<file path="config.mk">
export PLATFORM = sky130hd
export DESIGN_NAME = pcm_regs
export DESIGN_NICKNAME = d
export VERILOG_FILES = /design/src/hw/pcm_regs.v
export VERILOG_INCLUDE_DIRS = /design/src /design/src/inc
export SDC_FILE = /design/constraint.sdc
export NUM_CORES = 1
export LEC_CHECK = 0
export ABC_AREA = 1
export BUFFER_PORTS_ARGS = -buffer_cell sky130_fd_sc_hd__buf_4
export CAP_MARGIN = 20
export CORE_MARGIN = 2
export CORE_UTILIZATION = 50
export CTS_BUF_LIST = sky130_fd_sc_hd__clkbuf_8
export DETAILED_ROUTE_END_ITERATION = 12
export GPL_ROUTABILITY_DRIVEN = 0
export GPL_TIMING_DRIVEN = 0
export PLACE_DENSITY = 0.77
export SLEW_MARGIN = 30
export SYNTH_ARGS = -nofsm -noshare
export SYNTH_HDL_FRONTEND = slang
export SYNTH_SLANG_ARGS = --single-unit
export TNS_END_PERCENT = 100
</file>
<file path="constraint.sdc">
create_clock -name clk -period 4.7 [get_ports clk]
set_input_delay 0.94 -clock clk [delete_from_list [all_inputs] [get_ports clk]]
set_output_delay 0.94 -clock clk [all_outputs]
set_load 0.05 [all_outputs]
</file>
<file path="src/inc/pcm_consts.vh">
// constants for the power management control and monitor register bank
`ifndef PCM_CONSTS_VH
`define PCM_CONSTS_VH
`define PCM_A_LOCK    8'h42
`define PCM_A_VRCTL   8'h44
`define PCM_A_MASK    8'h43
`define PCM_A_RST     8'h48
`define PCM_A_FORCED_EMERGENCY_RESET    8'h49
`define PCM_A_VLIM    8'h51
`define PCM_A_ADP     8'h69
`define PCM_A_LBAT    8'h6A
`define PCM_A_STAT    8'h6F
`define PCM_A_WAKE    8'hD0
`define PCM_A_CMPA    8'hDD
`define PCM_A_CMPB    8'hDE
`define PCM_A_CMPC    8'hDF
`define PCM_R_LOCK    8'h00
`define PCM_R_VRCTL   8'h00
`define PCM_R_MASK    8'h00
`define PCM_R_RST     8'h1C
`define PCM_R_FORCED_EMERGENCY_RESET    8'h00
`define PCM_R_VLIM    8'h05
`define PCM_R_ADP     8'h0F
`define PCM_R_LBAT    8'hF8
`define PCM_R_WAKE    8'h00
`define PCM_R_CMP     8'h00
`define PCM_R_CMPC    8'h00
`define PCM_M_LOCK    8'h01
`define PCM_M_RST     8'h1F
`define PCM_B_LOCK    0
`define PCM_B_FORCED_EMERGENCY_RESET    0
`define PCM_B_VLCMP   6
`define PCM_B_BAT2EN  5
`define PCM_B_BAT1EN  4
`define PCM_B_ACEN    3
`define PCM_B_WAKE    0
`define PCM_B_CMODE   7
`define PCM_TICK_PS   30500
`define PCM_CLK_PS    4000
`define PCM_TICK_CYC  ((`PCM_TICK_PS + `PCM_CLK_PS - 1) / `PCM_CLK_PS)
`define PCM_US10_CYC  12'h9C4
`define PCM_ADP_81US  10'h003
`define PCM_ADP_10MS  10'h148
`define PCM_ADP_20MS  10'h290
`define PCM_ADP_30MS  10'h3D8
`define PCM_RST_20MS  13'h0290
`define PCM_RST_40MS  13'h0520
`define PCM_RST_80MS  13'h0A3F
`define PCM_RST_200MS 13'h199E
`define PCM_WAKE_HALF 15'h4009
`endif

</file>
<file path="src/hw/pcm_regs.v">
// register bank, debouncers, reset pulse and wake clock of the power manager
`timescale 1ns/100ps
`default_nettype none
`include "pcm_consts.vh"
module pcm_regs #(
  parameter TICK_CYC = `PCM_TICK_CYC
) (
  input  wire       clk,
  input  wire       rstn,
  input  wire       reg_wr,
  input  wire       reg_rd,
  input  wire [7:0] reg_addr,
  input  wire [7:0] reg_wdata,
  output reg  [7:0] reg_rdata,
  output wire       reg_ack,
  input  wire [7:0] vr_en_pin,
  output wire [7:0] vr_enable,
  input  wire       input_sense_low,
  input  wire       adapter_in,
  input  wire       batt1_low_in,
  input  wire       batt2_low_in,
  input  wire       voltage_trip,
  output reg        input_low_det,
  output reg        reset_n_out,
  output reg        emergency_reset,
  output reg        wake_clk,
  output wire [2:0] reset_trip_level,
  output wire [3:0] input_low_threshold,
  output wire       input_low_comparator_enable,
  output wire       adapter_comparator_enable,
  output wire       battery_one_detect_enable,
  output wire       battery_two_detect_enable,
  output wire [7:0] comparator_a_reference,
  output wire [7:0] comparator_b_reference,
  output wire [7:0] comparator_c_reference
);
  reg [7:0]  lock_r, vrctl_r, mask_r, rst_r, vlim_r, adp_r, lbat_r, wake_r;
  reg [7:0]  cmpa_r, cmpb_r, cmpc_r;
  reg [12:0] tick_cnt_r;
  reg        tick_r;
  reg        adp_stat_r, adp_raw_r;
  reg [9:0]  adp_cnt_r;
  reg        b1_stat_r, b2_stat_r;
  reg [7:0]  b1_cnt_r, b2_cnt_r;
  reg [11:0] il_cnt_r;
  reg [12:0] rst_cnt_r;
  reg [14:0] wake_cnt_r;
  reg        trip_d_r;
  reg [9:0]  adp_lim;
  reg [7:0]  bat_lim;
  reg [12:0] rst_lim;
  reg [11:0] il_lim;
  wire       wr_lock = reg_wr & (reg_addr == `PCM_A_LOCK);

  // every access completes in its cycle, locked writes included
  assign reg_ack = reg_wr | reg_rd;

  // per-rail source select between enable pin and register enable
  genvar g;
  generate
    for (g = 0; g < 8; g = g + 1) begin : g_rail
      assign vr_enable[g] = mask_r[g] ? vrctl_r[g] : vr_en_pin[g];
    end
  endgenerate

  assign reset_trip_level            = rst_r[2:0];
  assign input_low_threshold         = vlim_r[3:0];
  assign input_low_comparator_enable = vlim_r[`PCM_B_VLCMP];
  assign adapter_comparator_enable   = lbat_r[`PCM_B_ACEN];
  assign battery_one_detect_enable   = lbat_r[`PCM_B_BAT1EN];
  assign battery_two_detect_enable   = lbat_r[`PCM_B_BAT2EN];
  assign comparator_a_reference      = cmpa_r;
  assign comparator_b_reference      = cmpb_r;
  assign comparator_c_reference      = cmpc_r;

  // register writes; locked regulator control simply keeps its value
  always @(posedge clk or negedge rstn) begin
    if (!rstn) begin
      lock_r  <= `PCM_R_LOCK;
      vrctl_r <= `PCM_R_VRCTL;
      mask_r  <= `PCM_R_MASK;
      rst_r   <= `PCM_R_RST;
      vlim_r  <= `PCM_R_VLIM;
      adp_r   <= `PCM_R_ADP;
      lbat_r  <= `PCM_R_LBAT;
      wake_r  <= `PCM_R_WAKE;
      cmpa_r  <= `PCM_R_CMP;
      cmpb_r  <= `PCM_R_CMP;
      cmpc_r  <= `PCM_R_CMPC;
    end else if (reg_wr) begin
      if (wr_lock) begin
        lock_r <= reg_wdata & `PCM_M_LOCK;
      end else if (reg_addr == `PCM_A_VRCTL) begin
        if (!lock_r[`PCM_B_LOCK]) begin
          vrctl_r <= reg_wdata;
        end
      end else if (reg_addr == `PCM_A_MASK) begin
        mask_r <= reg_wdata;
      end else if (reg_addr == `PCM_A_RST) begin
        rst_r <= reg_wdata & `PCM_M_RST;
      end else if (reg_addr == `PCM_A_VLIM) begin
        vlim_r <= reg_wdata;
      end else if (reg_addr == `PCM_A_ADP) begin
        adp_r <= reg_wdata;
      end else if (reg_addr == `PCM_A_LBAT) begin
        lbat_r <= reg_wdata;
      end else if (reg_addr == `PCM_A_WAKE) begin
        wake_r <= reg_wdata;
      end else if (reg_addr == `PCM_A_CMPA) begin
        cmpa_r <= reg_wdata;
      end else if (reg_addr == `PCM_A_CMPB) begin
        cmpb_r <= reg_wdata;
      end else if (reg_addr == `PCM_A_CMPC) begin
        cmpc_r <= reg_wdata;
      end
    end
  end

  // read mux; unmapped addresses return zero
  always @* begin
    reg_rdata = 8'h00;
    if (reg_addr == `PCM_A_LOCK) begin
      reg_rdata = lock_r;
    end else if (reg_addr == `PCM_A_VRCTL) begin
      reg_rdata = vrctl_r;
    end else if (reg_addr == `PCM_A_MASK) begin
      reg_rdata = mask_r;
    end else if (reg_addr == `PCM_A_RST) begin
      reg_rdata = rst_r;
    end else if (reg_addr == `PCM_A_FORCED_EMERGENCY_RESET) begin
      reg_rdata = 8'h00;
    end else if (reg_addr == `PCM_A_VLIM) begin
      reg_rdata = vlim_r;
    end else if (reg_addr == `PCM_A_ADP) begin
      reg_rdata = adp_r;
    end else if (reg_addr == `PCM_A_LBAT) begin
      reg_rdata = lbat_r;
    end else if (reg_addr == `PCM_A_STAT) begin
      reg_rdata = {1'b0, b2_stat_r, b1_stat_r, adp_stat_r, 4'h0};
    end else if (reg_addr == `PCM_A_WAKE) begin
      reg_rdata = wake_r;
    end else if (reg_addr == `PCM_A_CMPA) begin
      reg_rdata = cmpa_r;
    end else if (reg_addr == `PCM_A_CMPB) begin
      reg_rdata = cmpb_r;
    end else if (reg_addr == `PCM_A_CMPC) begin
      reg_rdata = cmpc_r;
    end
  end

  // slow tick divider, one pulse each slow period
  always @(posedge clk or negedge rstn) begin
    if (!rstn) begin
      tick_cnt_r <= 13'h0000;
      tick_r     <= 1'b0;
    end else if (tick_cnt_r == TICK_CYC[12:0] - 13'h0001) begin
      tick_cnt_r <= 13'h0000;
      tick_r     <= 1'b1;
    end else begin
      tick_cnt_r <= tick_cnt_r + 13'h0001;
      tick_r     <= 1'b0;
    end
  end

  // table lookups for debounce and pulse lengths
  always @* begin
    case (adp_r[3:2])
      2'b00:   adp_lim = `PCM_ADP_81US;
      2'b01:   adp_lim = `PCM_ADP_10MS;
      2'b10:   adp_lim = `PCM_ADP_20MS;
      default: adp_lim = `PCM_ADP_30MS;
    endcase
    case (lbat_r[7:6])
      2'b00:   bat_lim = 8'd4;
      2'b01:   bat_lim = 8'd32;
      2'b10:   bat_lim = 8'd64;
      default: bat_lim = 8'd128;
    endcase
    case (rst_r[4:3])
      2'b00:   rst_lim = `PCM_RST_20MS;
      2'b01:   rst_lim = `PCM_RST_40MS;
      2'b10:   rst_lim = `PCM_RST_80MS;
      default: rst_lim = `PCM_RST_200MS;
    endcase
    case (vlim_r[5:4])
      2'b00:   il_lim = 12'd0;
      2'b01:   il_lim = `PCM_US10_CYC;
      2'b10:   il_lim = TICK_CYC[11:0];
      default: il_lim = {TICK_CYC[10:0], 1'b0};
    endcase
  end

  // adapter debounce in slow ticks; only edges allowed by mode update status
  always @(posedge clk or negedge rstn) begin
    if (!rstn) begin
      adp_raw_r  <= 1'b0;
      adp_cnt_r  <= 10'h000;
      adp_stat_r <= 1'b0;
    end else begin
      adp_raw_r <= adapter_in & lbat_r[`PCM_B_ACEN];
      if (adp_raw_r == adp_stat_r) begin
        adp_cnt_r <= 10'h000;
      end else if (tick_r) begin
        if (adp_cnt_r + 10'h001 >= adp_lim) begin
          adp_cnt_r <= 10'h000;
          if ((adp_raw_r & adp_r[0]) | (~adp_raw_r & adp_r[1])) begin
            adp_stat_r <= adp_raw_r;
          end
        end else begin
          adp_cnt_r <= adp_cnt_r + 10'h001;
        end
      end
    end
  end

  // battery low filters, status held low while a detector is disabled
  always @(posedge clk or negedge rstn) begin
    if (!rstn) begin
      b1_cnt_r  <= 8'h00;
      b2_cnt_r  <= 8'h00;
      b1_stat_r <= 1'b0;
      b2_stat_r <= 1'b0;
    end else begin
      if (!lbat_r[`PCM_B_BAT1EN] || (batt1_low_in == b1_stat_r)) begin
        b1_cnt_r <= 8'h00;
        if (!lbat_r[`PCM_B_BAT1EN]) b1_stat_r <= 1'b0;
      end else if (tick_r) begin
        if (b1_cnt_r + 8'h01 >= bat_lim) begin
          b1_cnt_r  <= 8'h00;
          b1_stat_r <= batt1_low_in;
        end else begin
          b1_cnt_r <= b1_cnt_r + 8'h01;
        end
      end
      if (!lbat_r[`PCM_B_BAT2EN] || (batt2_low_in == b2_stat_r)) begin
        b2_cnt_r <= 8'h00;
        if (!lbat_r[`PCM_B_BAT2EN]) b2_stat_r <= 1'b0;
      end else if (tick_r) begin
        if (b2_cnt_r + 8'h01 >= bat_lim) begin
          b2_cnt_r  <= 8'h00;
          b2_stat_r <= batt2_low_in;
        end else begin
          b2_cnt_r <= b2_cnt_r + 8'h01;
        end
      end
    end
  end

  // input undervoltage deglitch counted in clock cycles
  always @(posedge clk or negedge rstn) begin
    if (!rstn) begin
      il_cnt_r      <= 12'h000;
      input_low_det <= 1'b0;
    end else if (!vlim_r[`PCM_B_VLCMP] || (vlim_r[3:0] == 4'h0) || vlim_r[3]) begin
      il_cnt_r      <= 12'h000;
      input_low_det <= 1'b0;
    end else if (!input_sense_low) begin
      il_cnt_r      <= 12'h000;
      input_low_det <= 1'b0;
    end else if (il_cnt_r >= il_lim) begin
      input_low_det <= 1'b1;
    end else begin
      il_cnt_r <= il_cnt_r + 12'h001;
    end
  end

  // reset pulse: trip edge or forced request starts a low pulse of the length selected by rst_r[4:3]
  always @(posedge clk or negedge rstn) begin
    if (!rstn) begin
      trip_d_r        <= 1'b0;
      emergency_reset <= 1'b0;
      rst_cnt_r       <= 13'h0000;
      reset_n_out     <= 1'b1;
    end else begin
      trip_d_r        <= voltage_trip;
      emergency_reset <= reg_wr & (reg_addr == `PCM_A_FORCED_EMERGENCY_RESET) & reg_wdata[`PCM_B_FORCED_EMERGENCY_RESET];
      if (emergency_reset | (voltage_trip & ~trip_d_r)) begin
        rst_cnt_r   <= rst_lim;
        reset_n_out <= 1'b0;
      end else if (rst_cnt_r != 13'h0000) begin
        if (tick_r) rst_cnt_r <= rst_cnt_r - 13'h0001;
      end else begin
        reset_n_out <= 1'b1;
      end
    end
  end

  // 1 Hz wake clock from slow ticks, held low while disabled
  always @(posedge clk or negedge rstn) begin
    if (!rstn) begin
      wake_cnt_r <= 15'h0000;
      wake_clk   <= 1'b0;
    end else if (!wake_r[`PCM_B_WAKE]) begin
      wake_cnt_r <= 15'h0000;
      wake_clk   <= 1'b0;
    end else if (tick_r) begin
      if (wake_cnt_r == `PCM_WAKE_HALF - 15'h0001) begin
        wake_cnt_r <= 15'h0000;
        wake_clk   <= ~wake_clk;
      end else begin
        wake_cnt_r <= wake_cnt_r + 15'h0001;
      end
    end
  end
endmodule
`default_nettype wire

</file>
### Word-level counts from Yosys, hierarchy flattened

Index checks and enable logic that the tools add are counted.

| word-level totals | value |
|---|---|
| bits in registers | 167 |
| bits of input ports | 33 |
| output and inout port bits | 56 |
| logic and storage cells | 194 |

| operators by class | value |
|---|---|
| add/subtract/negate cells | 7 |
| $lt $le $gt $ge | 4 |
| equal/unequal tests | 33 |
| mux-type cells | 61 |
| bitwise logic cells | 25 |
| reductions and logical operators | 36 |

Operators by type and width:

| kind | number |
|---|---|
| 2-to-1 mux 8 bit | 19 |
| == test 8 x 7 -> 1 bit, second input constant | 9 |
| 2-to-1 mux 13 bit | 4 |
| 2-to-1 mux 15 bit | 3 |
| case mux 13 bit (3 select lines) | 1 |
| 2-to-1 mux 12 bit | 3 |
| case mux 12 bit (3 select lines) | 1 |
| == test 8 bit, second input constant | 4 |
| 2-to-1 mux 10 bit | 3 |
| case mux 10 bit (3 select lines) | 1 |
| 2-to-1 mux 1 bit | 25 |
| case mux 8 bit (3 select lines) | 1 |
| adder 8 x 1 -> 8 bit, second input constant | 2 |
| >= comparator 8 bit | 2 |
| adder 15 x 1 -> 15 bit, second input constant | 1 |
| == test 15 bit, second input constant | 1 |
| NOT 1 bit | 15 |
| nonzero test 2 bit | 7 |
| adder 13 x 1 -> 13 bit, second input constant | 1 |
| == test 13 x 3 -> 1 bit, second input constant | 1 |
| nonzero test 13 bit | 1 |
| subtractor 13 x 1 -> 13 bit, second input constant | 1 |
| adder 12 x 1 -> 12 bit, second input constant | 1 |
| >= comparator 12 bit | 1 |
| other kinds (26) | 58 |

### Longest topological paths before layout

| logic depth | value |
|---|---|
| depth after elaboration | 14 |
| gate-level depth with buffers | 16 |
| depth with buffers taken out | 16 |

### Worst setup path after synthesis

Ideal clock, no wire load.

| path | value |
|---|---|
| path kind | input-to-output |
| start | input port reg_addr[7] |
| end | output port reg_rdata[4] |
| arrival time | 2.453 ns |
| required time | 3.760 ns |
| slack | 1.307 ns |
| stages on the path | 11 |
| path buffers | 0 |
| cell sequence | inv_1 > nand2_4 > inv_1 > nand3_1 > nor3_4 > inv_1 > nand4_1 > nand2_1 > nand2_1 > nand2_1 > a21oi_2 |

| between the ends | value |
|---|---|
| longest elaborated chain between the ends | 14 |
| elaborated cells between the ends (all ways) | 26 |
| those cells by class | eq/ne: 13; mux: 13 |

Ends and longest elaborated chain:

| element | RTL line | source |
|---|---|---|
| from (decl) | pcm_regs.v:12 | `input wire [7:0] reg_addr,` |
| == test 8 bit (no source line) | -- |  |
| 2-to-1 mux 8 bit | pcm_regs.v:146 | `` end else if (reg_addr == `PCM_A_CMPC) begin `` |
| 2-to-1 mux 8 bit | pcm_regs.v:144 | `` end else if (reg_addr == `PCM_A_CMPB) begin `` |
| 2-to-1 mux 8 bit | pcm_regs.v:142 | `` end else if (reg_addr == `PCM_A_CMPA) begin `` |
| 2-to-1 mux 8 bit | pcm_regs.v:140 | `` end else if (reg_addr == `PCM_A_WAKE) begin `` |
| 2-to-1 mux 8 bit | pcm_regs.v:138 | `` end else if (reg_addr == `PCM_A_STAT) begin `` |
| 2-to-1 mux 8 bit | pcm_regs.v:136 | `` end else if (reg_addr == `PCM_A_LBAT) begin `` |
| 2-to-1 mux 8 bit | pcm_regs.v:134 | `` end else if (reg_addr == `PCM_A_ADP) begin `` |
| 2-to-1 mux 8 bit | pcm_regs.v:132 | `` end else if (reg_addr == `PCM_A_VLIM) begin `` |
| 2-to-1 mux 8 bit | pcm_regs.v:130 | `` end else if (reg_addr == `PCM_A_FORCED_EMERGENCY_RESET) begin `` |
| 2-to-1 mux 8 bit | pcm_regs.v:128 | `` end else if (reg_addr == `PCM_A_RST) begin `` |
| 2-to-1 mux 8 bit | pcm_regs.v:126 | `` end else if (reg_addr == `PCM_A_MASK) begin `` |
| 2-to-1 mux 8 bit | pcm_regs.v:124 | `` end else if (reg_addr == `PCM_A_VRCTL) begin `` |
| 2-to-1 mux 8 bit * | pcm_regs.v:122 | `` if (reg_addr == `PCM_A_LOCK) begin `` |
| to (decl) | pcm_regs.v:14 | `output reg [7:0] reg_rdata,` |

Every way passes the cells marked *; elsewhere a longest branch is shown, timed or not.

### Worst setup path after layout

| path | value |
|---|---|
| start | input port reg_addr[1] |
| end | output port reg_rdata[3] |

Same word-level chain as after synthesis.

==> impl_metrics.py <==
metrics = {
    "status": {
        "status": "finished clean",
    },
    "global_route": {
        "gr-usage-met3": 0.0474,
        "grt_start_max_net_pins": 62,
        "grt_pass1_vias": 7775,
        "use_met2": 0.384,
        "grt_usage": 0.234,
        "antenna_found_initial": 0,
        "grt_most_used_layer": "met2",
        "grt.overflow.total": 0,
        "grt_pass1_wl_mm": 37.8,
        "grtUsageMet1": 0.317,
    },
    "final_layout": {
        "final_util": 0.585,
        "drive_gt1_frac": 0.167,
        "fillers": 1711,
        "syn2layout_area_growth_pct": 14.6,
        "antenna_cells": 0,
        "nets": 1367,
    },
    "sta": {
        "hold_viol": 0,
        "period_needed_ns": 3.72,
        "final-setup-viol-count": 0,
        "tns_ns": 0,
        "holdWs_ns": 0.351,
        "final_max_slew_viol_count": 0,
        "clock_skew_ns": 0.0156,
        "fmax_mhz": 269,
        "max_slew_margin": 0.458,
        "worstMarginPinSlew_ns": 0.806,
        "fin_crit_sh": 0.792,
        "grt_setup_unrepaired": "no",
    },
    "placement": {
        "dp_hpwl_mm": 17.0,
        "place.port_buffers": 88,
    },
    "power": {
        "power_frac_comb": 0.146,
        "power.density_mw_per_mm2": 275,
        "power_frac_seq": 0.516,
        "p_sw_w": 0.000895,
        "clock_power_share": 0.339,
        "peakVddDrop_uv": 170,
        "p_leak_nw": 5.38,
        "intPower_w": 0.00212,
        "sw_frac_of_total": 0.297,
    },
    "die": {
        "fp.dieH_um": 142,
        "core_area_sq_mm": 0.0188,
        "die_area_sq_mm": 0.0203,
        "io_pins": 89,
        "num_rows": 50,
        "start_util": 0.510,
        "die_w_um": 142,
    },
    "yosys": {
        "synthCells": 1188,
        "synthArstFlopShare": 1.00,
        "synth_edf_count": 0,
        "syn-num-nets": 1258,
        "ys_seq_elements": 167,
        "syn_area_sq_mm": 0.00958,
        "ys_types": 56,
        "synth-seq-area-share": 0.438,
        "synth_ff_type": "dfrtp_1",
        "synth.avg_cell_area_sq_um": 8.06,
        "yosys_warnings": 0,
    },
    "clock_network": {
        "cts_tree": "built",
        "cts_num_sinks": 167,
        "cts_buffers": 17,
        "cts_setup_buffers": 0,
        "ctsResizeCount": 0,
        "htreeDepth": 4,
        "clk_latency_ns": 0.47,
        "holdBufCountCts": 0,
        "clockRootBuffer": "clkbuf_8",
        "path_clk_slew_ns": 0.09,
        "cts_buffer_depth": 2,
    },
    "drt": {
        "wl_mm": 22.8,
        "vias_per_cell": 5.35,
        "dr.pass1.iters": 5,
        "ant_nets": 0,
        "vias": 8265,
        "route.detailed.drc": 0,
        "wl_per_cell_um": 14.8,
        "first_iter_violations": 519,
    },
    "critical_path": {
        "arrival_ns": 2.78,
        "crit_path_max_incr_delay_ns": 0.22,
        "slowest_stage": "nor2_8",
        "crit_type": "in2out",
        "cp.required_ns": 3.76,
        "crit_top_cell": "nor2_1",
        "startpoint_type": "input pin",
        "path_buf_inv": 3,
        "critical_path.top_delay_family": "simple AND/OR/NAND/NOR gates",
        "crit_chain": "buf_4 > inv_1 > nand2_1 > nor2_8 > nand2_2 > nand2_4 > nor2_1 > nor2_1 > nor2_1 > o21ai_2 > nand2_1 > a21oi_2 > buf_4",
        "endpoint_kind": "primary output",
        "path_max_fanout": 8,
    },
    "hold_path": {
        "hold_path_class": "in2async",
    },
    "run": {
        "max_cap_viol_count": 0,
    },
}
## sequential cells by signal (all words and copies together), names as in the netlist, 10 cells and up
name        flops
wake_cnt_r     15
rst_cnt_r      13
adp_cnt_r      10
tick_cnt_r     13
il_cnt_r       12
## worst register-to-register path, cell delays in order, from the launching register on
cell      delay [ns]
dfrtp_1         0.43
ha_1            0.22
nand3_1         0.13
nor2_1          0.11
nand2_1         0.08
nor3_1          0.18
xor2_1          0.22
inv_1           0.07
ha_1            0.29
nand2_1         0.08
nor2_1          0.05
a211oi_1        0.25
nand3_1         0.31
inv_1           0.17
nand2_1         0.06
nand2_1         0.06
## placed cells by master (no fill, tap or decap), types with 7 or more instances in the layout
| cell type | Yosys | final |
|---|---|---|
| nand2_1 | 249 | 249 |
| inv_1 | 163 | 164 |
| dfrtp_1 | 152 | 152 |
| nor2_1 | 118 | 118 |
| o21ai_0 | 113 | 113 |
| buf_4 | 10 | 97 |
| nand3_1 | 62 | 62 |
| ha_1 | 37 | 37 |
| a21oi_1 | 35 | 35 |
| xor2_1 | 30 | 30 |
| clkbuf_8 | 0 | 21 |
| nor3_1 | 20 | 20 |
| nand4_1 | 18 | 18 |
| o21ai_1 | 15 | 15 |
| dfstp_2 | 15 | 15 |
| o22ai_1 | 12 | 12 |
| nand2_2 | 10 | 10 |
| mux2_2 | 8 | 8 |
| nand3b_1 | 7 | 7 |
## cell families (layout without fill, tap and decap cells)
family,after synthesis,in the layout,share of synthesized area
buffers and inverters,192,314,0.0824
adder cells (fa/ha/maj),37,37,0.0483
XOR/XNOR,36,36,0.0329
AO/OA/AOI/OAI,217,217,0.128
AND/OR/NAND/NOR,531,531,0.261
flip-flops,167,167,0.438
multiplexers,8,8,0.00941
## cells in the mapped netlist (all sizes together) (12+ instances only)
library cell    n  area, sq um
inv           169          637
o21ai         131          667
nor3           26          191
nand4          18          113
ha             37          463
dfstp          15          394
o22ai          12         75.1
nor2          127          546
dfrtp         152         3800
a21oi          39          210
nand3          66          365
nand2         264         1050
xor2           30          263
buf            18          134
## worst paths after layout
kind / startpoint / to / slack (ns) / cells past startpoint
max in group asynchronous: rstn / lbat_r[5] / 3.35 / 3
min in group clk: tick_cnt_r[0] / tick_cnt_r[0] / 0.47 / 1
worst max-delay path: reg_addr[1] / reg_rdata[3] / 0.98 / 13
worst max register to register: adp_cnt_r[0] / adp_cnt_r[9] / 1.94 / 15
worst min register to register: tick_cnt_r[0] / tick_cnt_r[0] / 0.47 / 1
worst min-delay path: rstn / rst_cnt_r[1] / 0.35 / 1
## metal layers
| layer | routed length [um] | share of wire |
|---|---|---|
| met4 | 352 | 0.015 |
| met1 | 10400 | 0.45 |
| met2 | 10800 | 0.47 |
| met3 | 1310 | 0.057 |
| met5 | 0 | 0 |
## layout make-up
class                           instances  area, sq um  share of cell area
Clock buffer                           21          289              0.0263
Inverter                              169          637              0.0580
Tap cell                              234          293              0.0267
Timing Repair Buffer                   90          723              0.0659
Buffer                                 23          153              0.0139
Clock inverter                         11         95.1             0.00866
Multi-Input combinational cell        829         4590               0.418
Sequential cell                       167         4200               0.382
## stage by stage
step	std cells	cell area (sq um)	total power, W	setup slack [ns]
floorplan	1188	9580	0.00186	1.31
global placement	1510	10500	0.00200	1.05
CTS	1544	11000	0.00303	1.04
finish	1544	11000	0.00301	0.976
detailed placement	1512	10600	0.00202	1.04
global route	1544	11000	0.00314	0.854
## power by group through the flow
stage | registers (W) | logic [W] | clock network [W]
after floorplan | 0.00162 | 0.000242 | 0
after global placement | 0.00158 | 0.000423 | 0
after detailed placement | 0.00158 | 0.000442 | 0
after CTS | 0.00155 | 0.000443 | 0.00104
after global routing | 0.00156 | 0.000485 | 0.00110
final | 0.00155 | 0.000439 | 0.00102
Power figures use the tool's default switching activity.
